`src/sic_defines.vh`:
```
// constants for the two-wire mode control register group
// assumes an 8-bit register port and a 250 MHz system clock
//
// Functional notes
// - start, restart, stop request bits start a condition; cleared when done
// - conditions reach the pins only when condition output select is 1
// - sda carries serial data, or the ack value when ack output selected
// - scl output halt enable stops driving scl
// - scl low-hold bit holds scl low while set and scl output halt is clear
// - clock pin drive: push-pull at 0, open-drain at 1
// - sda delay n gives n to n+1 baud ticks, 0 gives none
// - clock sync enable makes scl follow the bus clock
// - scl wait enable; wait force-low selects low or transfer clock
// - channel init enable reinitialises transfer state on start
// - sda output off bit releases sda to high impedance
// - bus busy set on start detect, cleared on stop detect
// - software write 0 clears bus busy, write 1 has no effect
`ifndef SIC_DEFINES_VH
`define SIC_DEFINES_VH
// ****************************************
// register offsets
// ****************************************
`define SIC_OFS_COND_ACK 8'hbc
`define SIC_OFS_PHASE_DLY 8'hbd
`define SIC_OFS_WAIT_CTL 8'hbe
`define SIC_OFS_MODE_BUS 8'hbf
`define SIC_OFS_BAUD_DIV 8'hc0
// ****************************************
// field positions
// ****************************************
`define SIC_B_START 0
`define SIC_B_RESTART 1
`define SIC_B_STOP 2
`define SIC_B_COND_SEL 3
`define SIC_B_ACK_VAL 4
`define SIC_B_ACK_SEL 5
`define SIC_B_SCL_HALT 6
`define SIC_B_LOW_HOLD 7
`define SIC_B_PHASE 1
`define SIC_B_OPEN_DRAIN 3
`define SIC_B_DLY_LSB 5
`define SIC_B_DLY_MSB 7
`define SIC_B_MODE_OPT 0
`define SIC_B_SYNC 1
`define SIC_B_WAIT_EN 2
`define SIC_B_INIT 4
`define SIC_B_WAIT_LOW 5
`define SIC_B_SDA_OFF 6
`define SIC_B_MODE_SEL 0
`define SIC_B_BUSY 2
// ****************************************
// reset values and masks
// ****************************************
`define SIC_RST_REG 8'h00
`define SIC_RST_BAUD 8'h09
`define SIC_MASK_PHASE 8'hea
`define SIC_MASK_WAIT 8'h7f
`define SIC_MASK_MODE 8'h7b
// ****************************************
// condition sequencer
// ****************************************
`define SIC_SEQ_IDLE 2'h0
`define SIC_SEQ_START 2'h1
`define SIC_SEQ_RESTART 2'h2
`define SIC_SEQ_STOP 2'h3
`endif

```
`src/sic_iic_ctrl.v`:
```
// two-wire mode control registers with condition, ack and scl/sda control
// assumes pins are resolved outside from out/oe pairs; the serial channel
// supplies its data bit and transfer clock on the same clock as clk
`include "sic_defines.vh"
module sic_iic_ctrl (
  // system
  input wire clk,
  input wire sys_rst,
  // register port
  input wire [7:0] reg_addr,
  input wire [7:0] reg_wdata,
  input wire reg_wr,
  input wire reg_rd,
  output reg [7:0] reg_rdata,
  // serial channel side
  input wire chan_data_bit,
  input wire chan_xfer_clk,
  output reg chan_init,
  output reg two_wire_mode,
  output reg two_wire_opt,
  output reg clk_phase_dly,
  output reg clk_stall,
  // bus pins
  input wire scl_in,
  input wire sda_in,
  output reg scl_out,
  output reg scl_oe,
  output reg sda_out,
  output reg sda_oe
);

// ****************************************
// registers
// ****************************************
reg [7:0] cond_ack_ff;
reg [7:0] phase_dly_ff;
reg [7:0] wait_ctl_ff;
reg [7:0] mode_bus_ff;
reg [7:0] baud_div_ff;
reg [7:0] baud_cnt_ff;
reg baud_tick_ff;
reg [2:0] scl_sync_ff;
reg [2:0] sda_sync_ff;
reg scl_flt_ff;
reg sda_flt_ff;
reg [1:0] seq_kind_ff;
reg [1:0] seq_step_ff;
reg seq_scl_ff;
reg seq_sda_ff;
reg [7:0] sda_pipe_ff;

wire wr_cond = reg_wr && (reg_addr == `SIC_OFS_COND_ACK);
wire wr_phase = reg_wr && (reg_addr == `SIC_OFS_PHASE_DLY);
wire wr_wait = reg_wr && (reg_addr == `SIC_OFS_WAIT_CTL);
wire wr_mode = reg_wr && (reg_addr == `SIC_OFS_MODE_BUS);
wire wr_baud = reg_wr && (reg_addr == `SIC_OFS_BAUD_DIV);

wire mode_on = mode_bus_ff[`SIC_B_MODE_SEL];
wire [2:0] dly_sel = phase_dly_ff[`SIC_B_DLY_MSB:`SIC_B_DLY_LSB];

// ****************************************
// baud count source divider
// ****************************************
always @(posedge clk or posedge sys_rst) begin
  if (sys_rst) begin
    baud_cnt_ff <= 8'h00;
    baud_tick_ff <= 1'b0;
  end else if (baud_cnt_ff >= baud_div_ff) begin
    baud_cnt_ff <= 8'h00;
    baud_tick_ff <= 1'b1;
  end else begin
    baud_cnt_ff <= baud_cnt_ff + 8'h01;
    baud_tick_ff <= 1'b0;
  end
end

// ****************************************
// pin input synchronisers and filter
// ****************************************
// a level is taken only once stages two and three agree
always @(posedge clk or posedge sys_rst) begin
  if (sys_rst) begin
    scl_sync_ff <= 3'h7;
    sda_sync_ff <= 3'h7;
    scl_flt_ff <= 1'b1;
    sda_flt_ff <= 1'b1;
  end else begin
    scl_sync_ff <= {scl_sync_ff[1:0], scl_in};
    sda_sync_ff <= {sda_sync_ff[1:0], sda_in};
    if (scl_sync_ff[1] == scl_sync_ff[2]) begin
      scl_flt_ff <= scl_sync_ff[2];
    end
    if (sda_sync_ff[1] == sda_sync_ff[2]) begin
      sda_flt_ff <= sda_sync_ff[2];
    end
  end
end

wire sda_agree = (sda_sync_ff[1] == sda_sync_ff[2]);
wire sda_fall = sda_agree && sda_flt_ff && !sda_sync_ff[2];
wire sda_rise = sda_agree && !sda_flt_ff && sda_sync_ff[2];
// scl must still be high in the oldest stage: an sda edge that lands with
// a falling scl in the same cycle is no condition
wire start_det = scl_flt_ff && scl_sync_ff[2] && sda_fall;
wire stop_det = scl_flt_ff && scl_sync_ff[2] && sda_rise;

// ****************************************
// condition sequencer
// ****************************************
// one step per baud tick; start wins over restart, restart over stop
reg [1:0] nxt_seq_kind;
reg [1:0] nxt_seq_step;
reg nxt_seq_scl;
reg nxt_seq_sda;
reg seq_done;
always @* begin
  nxt_seq_kind = seq_kind_ff;
  nxt_seq_step = seq_step_ff;
  nxt_seq_scl = seq_scl_ff;
  nxt_seq_sda = seq_sda_ff;
  seq_done = 1'b0;
  if (!mode_on) begin
    nxt_seq_kind = `SIC_SEQ_IDLE;
    nxt_seq_step = 2'h0;
  end else if (baud_tick_ff) begin
    case (seq_kind_ff)
      `SIC_SEQ_IDLE: begin
        nxt_seq_step = 2'h0;
        if (cond_ack_ff[`SIC_B_START]) begin
          nxt_seq_kind = `SIC_SEQ_START;
          nxt_seq_scl = 1'b1;
          nxt_seq_sda = 1'b1;
        end else if (cond_ack_ff[`SIC_B_RESTART]) begin
          nxt_seq_kind = `SIC_SEQ_RESTART;
          nxt_seq_scl = 1'b0;
          nxt_seq_sda = 1'b1;
        end else if (cond_ack_ff[`SIC_B_STOP]) begin
          nxt_seq_kind = `SIC_SEQ_STOP;
          nxt_seq_scl = 1'b0;
          nxt_seq_sda = 1'b0;
        end
      end
      `SIC_SEQ_START: begin
        nxt_seq_step = seq_step_ff + 2'h1;
        if (seq_step_ff == 2'h0) begin
          nxt_seq_sda = 1'b0;
        end else begin
          nxt_seq_scl = 1'b0;
          nxt_seq_kind = `SIC_SEQ_IDLE;
          seq_done = 1'b1;
        end
      end
      `SIC_SEQ_RESTART: begin
        nxt_seq_step = seq_step_ff + 2'h1;
        if (seq_step_ff == 2'h0) begin
          nxt_seq_scl = 1'b1;
        end else if (seq_step_ff == 2'h1) begin
          nxt_seq_sda = 1'b0;
        end else begin
          nxt_seq_scl = 1'b0;
          nxt_seq_kind = `SIC_SEQ_IDLE;
          seq_done = 1'b1;
        end
      end
      default: begin
        nxt_seq_step = seq_step_ff + 2'h1;
        // one extra tick so scl stays high after sda rises
        if (seq_step_ff == 2'h0) begin
          nxt_seq_scl = 1'b1;
        end else if (seq_step_ff == 2'h1) begin
          nxt_seq_sda = 1'b1;
        end else begin
          nxt_seq_kind = `SIC_SEQ_IDLE;
          seq_done = 1'b1;
        end
      end
    endcase
  end
end

always @(posedge clk or posedge sys_rst) begin
  if (sys_rst) begin
    seq_kind_ff <= `SIC_SEQ_IDLE;
    seq_step_ff <= 2'h0;
    seq_scl_ff <= 1'b1;
    seq_sda_ff <= 1'b1;
  end else begin
    seq_kind_ff <= nxt_seq_kind;
    seq_step_ff <= nxt_seq_step;
    seq_scl_ff <= nxt_seq_scl;
    seq_sda_ff <= nxt_seq_sda;
  end
end

wire seq_busy = (seq_kind_ff != `SIC_SEQ_IDLE);

// ****************************************
// register writes
// ****************************************
// hardware clears the finished request first so a write in the same
// cycle keeps what software wrote
reg [7:0] nxt_cond_ack;
reg [7:0] nxt_mode_bus;
always @* begin
  nxt_cond_ack = cond_ack_ff;
  if (seq_done) begin
    case (seq_kind_ff)
      `SIC_SEQ_START: nxt_cond_ack[`SIC_B_START] = 1'b0;
      `SIC_SEQ_RESTART: nxt_cond_ack[`SIC_B_RESTART] = 1'b0;
      default: nxt_cond_ack[`SIC_B_STOP] = 1'b0;
    endcase
  end
  if (wr_cond) begin
    nxt_cond_ack = reg_wdata;
  end
  nxt_mode_bus = mode_bus_ff;
  if (wr_mode) begin
    nxt_mode_bus = reg_wdata & `SIC_MASK_MODE;
    // busy can only be cleared by software, never set
    nxt_mode_bus[`SIC_B_BUSY] = mode_bus_ff[`SIC_B_BUSY] &
      reg_wdata[`SIC_B_BUSY];
  end
  if (stop_det) begin
    nxt_mode_bus[`SIC_B_BUSY] = 1'b0;
  end
  if (start_det) begin
    nxt_mode_bus[`SIC_B_BUSY] = 1'b1;
  end
end

always @(posedge clk or posedge sys_rst) begin
  if (sys_rst) begin
    cond_ack_ff <= `SIC_RST_REG;
    phase_dly_ff <= `SIC_RST_REG;
    wait_ctl_ff <= `SIC_RST_REG;
    mode_bus_ff <= `SIC_RST_REG;
    baud_div_ff <= `SIC_RST_BAUD;
  end else begin
    cond_ack_ff <= nxt_cond_ack;
    mode_bus_ff <= nxt_mode_bus;
    if (wr_phase) begin
      phase_dly_ff <= reg_wdata & `SIC_MASK_PHASE;
    end
    if (wr_wait) begin
      wait_ctl_ff <= reg_wdata & `SIC_MASK_WAIT;
    end
    if (wr_baud) begin
      baud_div_ff <= reg_wdata;
    end
  end
end

// ****************************************
// register reads
// ****************************************
always @(posedge clk or posedge sys_rst) begin
  if (sys_rst) begin
    reg_rdata <= 8'h00;
  end else if (reg_rd) begin
    if (reg_addr == `SIC_OFS_COND_ACK) begin
      reg_rdata <= cond_ack_ff;
    end else if (reg_addr == `SIC_OFS_PHASE_DLY) begin
      reg_rdata <= phase_dly_ff;
    end else if (reg_addr == `SIC_OFS_WAIT_CTL) begin
      reg_rdata <= wait_ctl_ff;
    end else if (reg_addr == `SIC_OFS_MODE_BUS) begin
      reg_rdata <= mode_bus_ff;
    end else if (reg_addr == `SIC_OFS_BAUD_DIV) begin
      reg_rdata <= baud_div_ff;
    end else begin
      reg_rdata <= 8'h00;
    end
  end
end

// ****************************************
// sda digital delay
// ****************************************
// tap n of a tick-clocked line: the tick phase gives n to n+1 ticks
wire sda_src = cond_ack_ff[`SIC_B_ACK_SEL] ?
  cond_ack_ff[`SIC_B_ACK_VAL] : chan_data_bit;
always @(posedge clk or posedge sys_rst) begin
  if (sys_rst) begin
    sda_pipe_ff <= 8'hff;
  end else if (baud_tick_ff) begin
    sda_pipe_ff <= {sda_pipe_ff[6:0], sda_src};
  end
end
// a nonzero delay outside two-wire mode is left to software to avoid
wire sda_dly = (dly_sel == 3'h0) ? sda_src :
  sda_pipe_ff[dly_sel];

// ****************************************
// pin drive
// ****************************************
reg nxt_scl;
reg nxt_scl_en;
reg nxt_sda;
reg nxt_sda_en;
reg scl_drv;
always @* begin
  nxt_scl = 1'b1;
  nxt_scl_en = 1'b1;
  nxt_sda = 1'b1;
  nxt_sda_en = 1'b0;
  scl_drv = chan_xfer_clk;
  if (mode_on) begin
    if (seq_busy && cond_ack_ff[`SIC_B_COND_SEL]) begin
      scl_drv = seq_scl_ff;
    end
    if (wait_ctl_ff[`SIC_B_WAIT_EN] && wait_ctl_ff[`SIC_B_WAIT_LOW]) begin
      scl_drv = 1'b0;
    end
    if (cond_ack_ff[`SIC_B_LOW_HOLD]) begin
      scl_drv = 1'b0;
    end
    nxt_scl = scl_drv;
    // open-drain only pulls low, push-pull drives both levels
    nxt_scl_en = phase_dly_ff[`SIC_B_OPEN_DRAIN] ? !scl_drv : 1'b1;
    if (cond_ack_ff[`SIC_B_SCL_HALT]) begin
      nxt_scl_en = 1'b0;
    end
    nxt_sda = sda_dly;
    if (seq_busy && cond_ack_ff[`SIC_B_COND_SEL]) begin
      nxt_sda = seq_sda_ff;
    end
    nxt_sda_en = !nxt_sda;
    if (wait_ctl_ff[`SIC_B_SDA_OFF]) begin
      nxt_sda_en = 1'b0;
    end
  end else begin
    nxt_scl = chan_xfer_clk;
    nxt_scl_en = phase_dly_ff[`SIC_B_OPEN_DRAIN] ?
      !chan_xfer_clk : 1'b1;
  end
end

always @(posedge clk or posedge sys_rst) begin
  if (sys_rst) begin
    scl_out <= 1'b1;
    scl_oe <= 1'b0;
    sda_out <= 1'b1;
    sda_oe <= 1'b0;
    chan_init <= 1'b0;
    two_wire_mode <= 1'b0;
    two_wire_opt <= 1'b0;
    clk_phase_dly <= 1'b0;
    clk_stall <= 1'b0;
  end else begin
    scl_out <= nxt_scl;
    scl_oe <= nxt_scl_en;
    sda_out <= nxt_sda;
    sda_oe <= nxt_sda_en;
    chan_init <= mode_on && wait_ctl_ff[`SIC_B_INIT] && start_det;
    two_wire_mode <= mode_on;
    two_wire_opt <= wait_ctl_ff[`SIC_B_MODE_OPT];
    clk_phase_dly <= phase_dly_ff[`SIC_B_PHASE];
    // released high but bus held low: the channel waits for the bus clock
    clk_stall <= mode_on && wait_ctl_ff[`SIC_B_SYNC] &&
      nxt_scl && !scl_flt_ff;
  end
end

endmodule

```
`config.mk`:
```
export PLATFORM = sky130hd
export DESIGN_NAME = sic_iic_ctrl
export DESIGN_NICKNAME = d
export VERILOG_FILES = /design/src/sic_iic_ctrl.v
export VERILOG_INCLUDE_DIRS = /design/src
export SDC_FILE = /design/constraint.sdc
export NUM_CORES = 1
export LEC_CHECK = 0
export ABC_AREA = 1
export BUFFER_PORTS_ARGS = -buffer_cell sky130_fd_sc_hd__buf_2
export CAP_MARGIN = 20
export CORE_ASPECT_RATIO = 0.7
export CORE_UTILIZATION = 45
export DETAILED_ROUTE_END_ITERATION = 10
export GPL_ROUTABILITY_DRIVEN = 0
export GPL_TIMING_DRIVEN = 0
export PLACE_DENSITY_LB_ADDON = 0.3
export SETUP_SLACK_MARGIN = 0.5
export SYNTH_ARGS = -nofsm -noshare
export SYNTH_HDL_FRONTEND = slang
export SYNTH_SLANG_ARGS = --single-unit
```
`constraint.sdc`:
```
create_clock -name clk -period 2.8 [get_ports clk]
set_clock_uncertainty 0.2 [all_clocks]
set_input_delay 0 -clock clk [delete_from_list [all_inputs] [get_ports clk]]
set_output_delay 0 -clock clk [all_outputs]
set_load 0.01 [all_outputs]
```
Yosys cells after proc, flatten, opt, wreduce, memory -nomap -nowiden
Index checks and enable logic that the tools add are counted.
Operators by class
  $add $sub $neg: 2
  $lt $le $gt $ge: 2
  equal/unequal tests: 23
  multiplexer cells: 67
  bitwise operators: 1
  reductions and logical operators: 42
Operators by type and width (count)
  $mux W8: 6
  $mux W1: 42
  $eq A8 B8 Y1 const B: 5
  $mux W2: 11
  $logic_and A1 B1 Y1: 19
  $mux W3: 3
  $add A8 B1 Y8 const B: 1
  $ge A8 B8 Y1: 1
  $ne A2 B2 Y1 const B: 4
  $reduce_and A8 Y1: 1
  $reduce_bool A2 Y1: 4
  $logic_not A1 Y1: 6
  $ne A3 B3 Y1 const B: 2
  $pmux W1 S3: 2
  $reduce_and A2 Y1: 3
  $reduce_and A6 Y1: 1
  $reduce_bool A3 Y1: 2
  $ne A5 B5 Y1 const B: 1
  $reduce_and A5 Y1: 1
  $eq A2 B1 Y1 const B: 2
  $logic_not A2 Y1: 2
  $lt A3 B4 Y1 const B: 1
  $ne A2 B1 Y1 const B: 2
  $ne A4 B2 Y1 const B: 1
  13 further kinds: 14
Word-level totals
  bits in registers: 83
  output and inout port bits: 17
  logic and storage cells: 167

Longest topological paths before layout
  depth in word-level cells: 10
  depth in mapped cells: 10

Worst setup path after synthesis
Ideal clock, no wire load.
  kind: reg-to-reg
  start point: reg baud_div_ff[3]
  end point: reg baud_cnt_ff[3]
  arrival: 1.418 ns
  required time: 2.511 ns
  path slack: 1.093 ns
  stages on the path, launching flop included: 8
  path through: dfstp_2 inv_1 ha_1 a21oi_1 o21ai_0 nand2_1 nand3_1 nor3_1
Between the ends
  word-level cells in the longest chain between the ends: 2
Ends and longest elaborated chain
  start, declared: line sic_iic_ctrl.v:39  | reg [7:0] baud_div_ff;
  start signal, assigned: line sic_iic_ctrl.v:237  | baud_div_ff <= `SIC_RST_BAUD;
  start signal, assigned: line sic_iic_ctrl.v:248  | baud_div_ff <= reg_wdata;
  $ge A8 B8 Y1: line sic_iic_ctrl.v:68  | end else if (baud_cnt_ff >= baud_div_ff) begin
  $mux W8: line sic_iic_ctrl.v:68
  end signal, assigned: line sic_iic_ctrl.v:72  | baud_cnt_ff <= baud_cnt_ff + 8'h01;
  end, declared: line sic_iic_ctrl.v:40  | reg [7:0] baud_cnt_ff;
Every way passes these cells.
A chain may end at the register's enable or synchronous reset.

Worst setup path in the final report
  start point: reg seq_kind_ff[0]
  end point: reg scl_oe
Between the ends
  word-level cells in the longest chain between the ends: 10
Ends and longest elaborated chain
  start, declared: line sic_iic_ctrl.v:46  | reg [1:0] seq_kind_ff;
  start signal, assigned: line sic_iic_ctrl.v:183  | seq_kind_ff <= `SIC_SEQ_IDLE;
  start signal, assigned: line sic_iic_ctrl.v:188  | seq_kind_ff <= nxt_seq_kind;
  $reduce_bool A2 Y1 (no line)
  $logic_and A1 B1 Y1: line sic_iic_ctrl.v:308  | if (seq_busy && cond_ack_ff[`SIC_B_COND_SEL]) begin
  $mux W1: line sic_iic_ctrl.v:308
  $mux W1: line sic_iic_ctrl.v:311  | if (wait_ctl_ff[`SIC_B_WAIT_EN] && wait_ctl_ff[`SIC_B_WAIT_LOW]) begin
  $mux W1: line sic_iic_ctrl.v:314  | if (cond_ack_ff[`SIC_B_LOW_HOLD]) begin
  $mux W1: line sic_iic_ctrl.v:307  | if (mode_on) begin
  $logic_not A1 Y1: line sic_iic_ctrl.v:319  | nxt_scl_en = phase_dly_ff[`SIC_B_OPEN_DRAIN] ? !scl_drv : 1'b1;
  $mux W1: line sic_iic_ctrl.v:319
  $mux W1: line sic_iic_ctrl.v:320  | if (cond_ack_ff[`SIC_B_SCL_HALT]) begin
  $mux W1: line sic_iic_ctrl.v:307
  named net nxt_scl_en: line sic_iic_ctrl.v:297  | reg nxt_scl_en;
  end signal, assigned: line sic_iic_ctrl.v:351  | scl_oe <= nxt_scl_en;
  end, declared: line sic_iic_ctrl.v:27  | output reg scl_oe,
The timed path passes the listed nets, and every way through them passes these cells. The select of a mux whose other input is x is not followed.

==> summary by stage <==
Die
The area of the placeable core is 0.00865 mm². The die boundary height is between 80 and 90 µm. The number of standard-cell rows in the floorplan is 28. about 40 I/O pins were placed. The floorplan step defined a die boundary enclosing approximately 0.0095 mm². For this configuration, the core starts out at a cell density of approximately 47%. The horizontal die dimension is 116 µm.

Global route
The wire length of the first global-routing pass is roughly 15,000 µm. The total overflow left after global routing is 0. Entering global routing, the biggest net connects 41 pins.

The global routing usage summed across all routing layers is a little over a fifth. The number of global-route vias before repair was roughly 3,000. The number of antenna violations at the first check in global routing is 0.

Logic synthesis
The distinct cell type count of the synthesized netlist is 38. The synthesized cell area is slightly above 0.004 mm². The share of Yosys cell area claimed by the top area cell type is 37.3%. The fraction of synthesis flops using an asynchronous set or reset pin is between 90% and 100%. For this run, the register share of the synthesized area comes to 51.4%. In the post-synthesis netlist, the biggest area contributors are dfrtp_1 37%, dfstp_2 14%, nand2_1 11%. The largest total area in the synthesized netlist belongs to dfrtp_1. The number of warning messages in the yosys log is 0. Dividing the synthesized area by the synthesized cell count gives slightly below 9 µm². The post-synthesis cell count is 467. The number of nets handed over by synthesis was between 500 and 600. The number of synthesized register bits is 83. Counting flops with a built-in enable in the synthesized netlist gives 0.

The main flop type after synthesis is dfrtp_1.

Pwr
The analysis attributes to cell leakage a power of 2.46 nW. The share of total power in sequential cells is 48.1%. In this run the power density over the cells is 558 mW/mm². The internal power contribution is 2.11 mW.

The proportion of power drawn by the clock network is approximately two fifths. Net switching is between 20% and 30% of the power. In this run, the combinational gates consume approximately a tenth of the power. Summed over all nets, the switching power comes to around 0.68 mW.

Across the VDD grid, the largest voltage drop is 0.351 mV.

Worst setup path
The data arrival time at the worst-slack endpoint is 2.02 ns. The first element of the critical path is seq_kind_ff[0]. For the worst setup path, the data required time is approximately 2.8 ns. The critical path is of the reg -> reg type. The type of origin of the critical path is a flop.

The maximum fanout count along the critical path is 10. The capturing element type of the critical path is a flop. The worst flop-to-flop path startpoint is seq_kind_ff[0].

Finish
The antenna cell count is 0. In the final design database the tool counted roughly 580 nets. After routing the design area is between 0.004 and 0.005 mm².

The signed area change from the synthesized netlist to the final layout is 22.1%. In the final layout, the share of cells above drive strength 1 is 21.2%. The utilization after layout is 57.8%.

STA
On the final layout, the worst hold slack is about 0.0071 ns. Setup violations remaining at the end of the flow were counted as 0. Static timing analysis puts the maximum clock frequency at approximately 0.49 GHz. The worst pin sits at a relative slew slack of about two thirds. The time the worst path needs with I/O delays and setup is between 2 and 2.5 ns.

The final cycle utilization of the critical path is between 70% and 80%. Setup total negative slack on the finished layout was measured at 0 ns. Setup repair after global routing left no endpoint under its margin. In the post-route analysis, the smallest setup slack over all paths is between 0.7 and 0.8 ns. The actual slew at the worst max-slew pin is about 0.47 ns. The final count of pins violating max slew came to 0. The total count of hold-check failures in the final report is 0.

Detailed routing
The final routed DRC violation total is 0. The detailed router placed 3,344 vias in this run. The number of nets with antenna violations after routing is 0. The overall routed net length is around 9300 µm.

The average vias per placed instance is 5.01. The pre-antenna-repair detailed-routing pass consisted of 4 iterations. In the final routed layout, each cell accounts on average for 13.9 µm. The initial DRC count is between 200 and 300.

CTS
The CTS clock-pin slew for the worst setup and hold paths is ~0.06 ns. The number of buffers on the longest clock path is 2. Counting the buffers created by CTS gives 9. Post-CTS timing repair inserted 0 buffers for setup. Clock latency on the worst-skew pair, taken at its later pin, is ~0.34 ns. In this run, post-CTS repair resized a total of 0 instances. The count of H-tree levels built during CTS is 3. The master cell of the clock root buffer is clkbuf_16. For this design, the sink count on the clock tree is 83. TritonCTS built the clock tree.

Placed design
Detailed placement finished with a half-perimeter wire length of roughly 6900 µm. Buffers placed on the I/O ports in this run total 40. The post-place setup slack is roughly 0.76 ns. Once placement finished, the instance area stood at 0.00449 mm².

Min path
The path class of the tightest hold or removal check is in -> async.

Run status
The run finished with clean final reports.

Job
The max-capacitance violation count is 0.
## repair_timing
action / 4_1_cts / 5_1_grt
hold buffers: 22 / 0
hold endpoints to repair: 77 / 0
endpoints found under the setup margin: 0 / 0
## critical path, cell delays in order, from the launching register on
cell	delay, ns
dfrtp_1	0.38
inv_1	0.09
ha_1	0.27
inv_2	0.16
nand2_1	0.07
inv_1	0.14
nand2_1	0.06
o21ai_0	0.07
nand2_1	0.09
o21ai_0	0.20
a22oi_1	0.15
## per-stage QoR
stage | instances | power (mW)
after global routing | 667 | 2.91
final | 667 | 2.79
after floorplan | 467 | 1.53
after detailed placement | 629 | 1.63
after global placement | 627 | 1.61
after CTS | 667 | 2.81
## metal layers
layer | GRT usage [%] | vias up | share of wire [%]
li1 | - | 1655 | -
met1 | 32.8 | 1555 | 49
met2 | 30.4 | 125 | 41
met3 | 5.76 | 9 | 8.2
met4 | 7.69 | 0 | 1.3
met5 | 0 | - | 0
## power groups by stage
stage	combinational (mW)	sequential, mW	clock (mW)
after floorplan	0.180	1.35	0
after global placement	0.250	1.36	0
after detailed placement	0.267	1.36	0
after CTS	0.284	1.34	1.19
after global routing	0.324	1.35	1.24
final	0.282	1.34	1.17
## sequential cells by signal (all words and copies together), names as in the netlist, 2 cells and up
register	count
wait_ctl_ff	7
seq_step_ff	2
baud_div_ff	8
phase_dly_ff	5
baud_cnt_ff	8
sda_sync_ff	3
scl_sync_ff	3
sda_pipe_ff	8
cond_ack_ff	8
mode_bus_ff	7
reg_rdata	8
seq_kind_ff	2
## path summary, 6_finish.rpt
path | to | slack, ns | cells after the start
max | scl_oe | 0.76 | 10
min | baud_cnt_ff[7] | 0.007 | 3
max reg2reg | scl_oe | 0.76 | 10
min reg2reg | sda_sync_ff[1] | 0.16 | 0
max in group asynchronous | scl_sync_ff[1] | 1.58 | 5
min in group clk | cond_ack_ff[5] | 0.01 | 6
## area by class of cell
class / count / area (µm²)
plain buffers: 8 / 56.3
multi-input cells: 317 / 1710
clock buffers: 14 / 254
fillers: 796 / 3650
inverters: 59 / 228
repair buffers: 64 / 460
well taps: 120 / 150
clock inverters: 2 / 35.0
flip-flops and latches: 83 / 2100
## kinds of logic (layout without fill, tap and decap cells)
logic type	after synthesis	after routing	share of synthesized area (%)
AO/OA/AOI/OAI	77	77	11.0
XOR/XNOR	5	5	1.07
adder cells (fa/ha/maj)	16	16	4.89
buffers and inverters	67	147	6.84
AND/OR/NAND/NOR	219	219	24.8
flip-flops	83	83	51.4
## layout by cell type (no fill, tap or decap), types with 3 or more instances in the layout
| cell type | n |
|---|---|
| o21ai_2 | 7 |
| xor2_1 | 4 |
| dfstp_2 | 22 |
| dfrtp_1 | 61 |
| dlygate4sd3_1 | 22 |
| buf_2 | 43 |
| clkbuf_1 | 6 |
| nand3_1 | 31 |
| nor2_4 | 3 |
| ha_1 | 16 |
| nand4_1 | 6 |
| nand2_4 | 3 |
| nor3_1 | 3 |
| a21oi_1 | 13 |
| o21ai_1 | 10 |
| nor2_1 | 35 |
| inv_2 | 3 |
| inv_1 | 52 |
| nand2_1 | 122 |
| o211ai_1 | 4 |
| nand2_2 | 9 |
| clkbuf_16 | 9 |
| clkinv_2 | 3 |
| o22ai_1 | 3 |
| buf_6 | 3 |
| o21ai_0 | 32 |
## Yosys cell counts, types with 4 or more instances
| cell type | count |
|---|---|
| a21oi_1 | 13 |
| dfrtp_1 | 61 |
| dfstp_2 | 22 |
| ha_1 | 16 |
| inv_1 | 53 |
| nand2_1 | 122 |
| nand2_2 | 9 |
| nand3_1 | 31 |
| nand4_1 | 6 |
| nor2_1 | 35 |
| o211ai_1 | 4 |
| o21ai_0 | 32 |
| o21ai_1 | 10 |
| o21ai_2 | 7 |
| xor2_1 | 4 |
(Power assumes the default switching activity.)
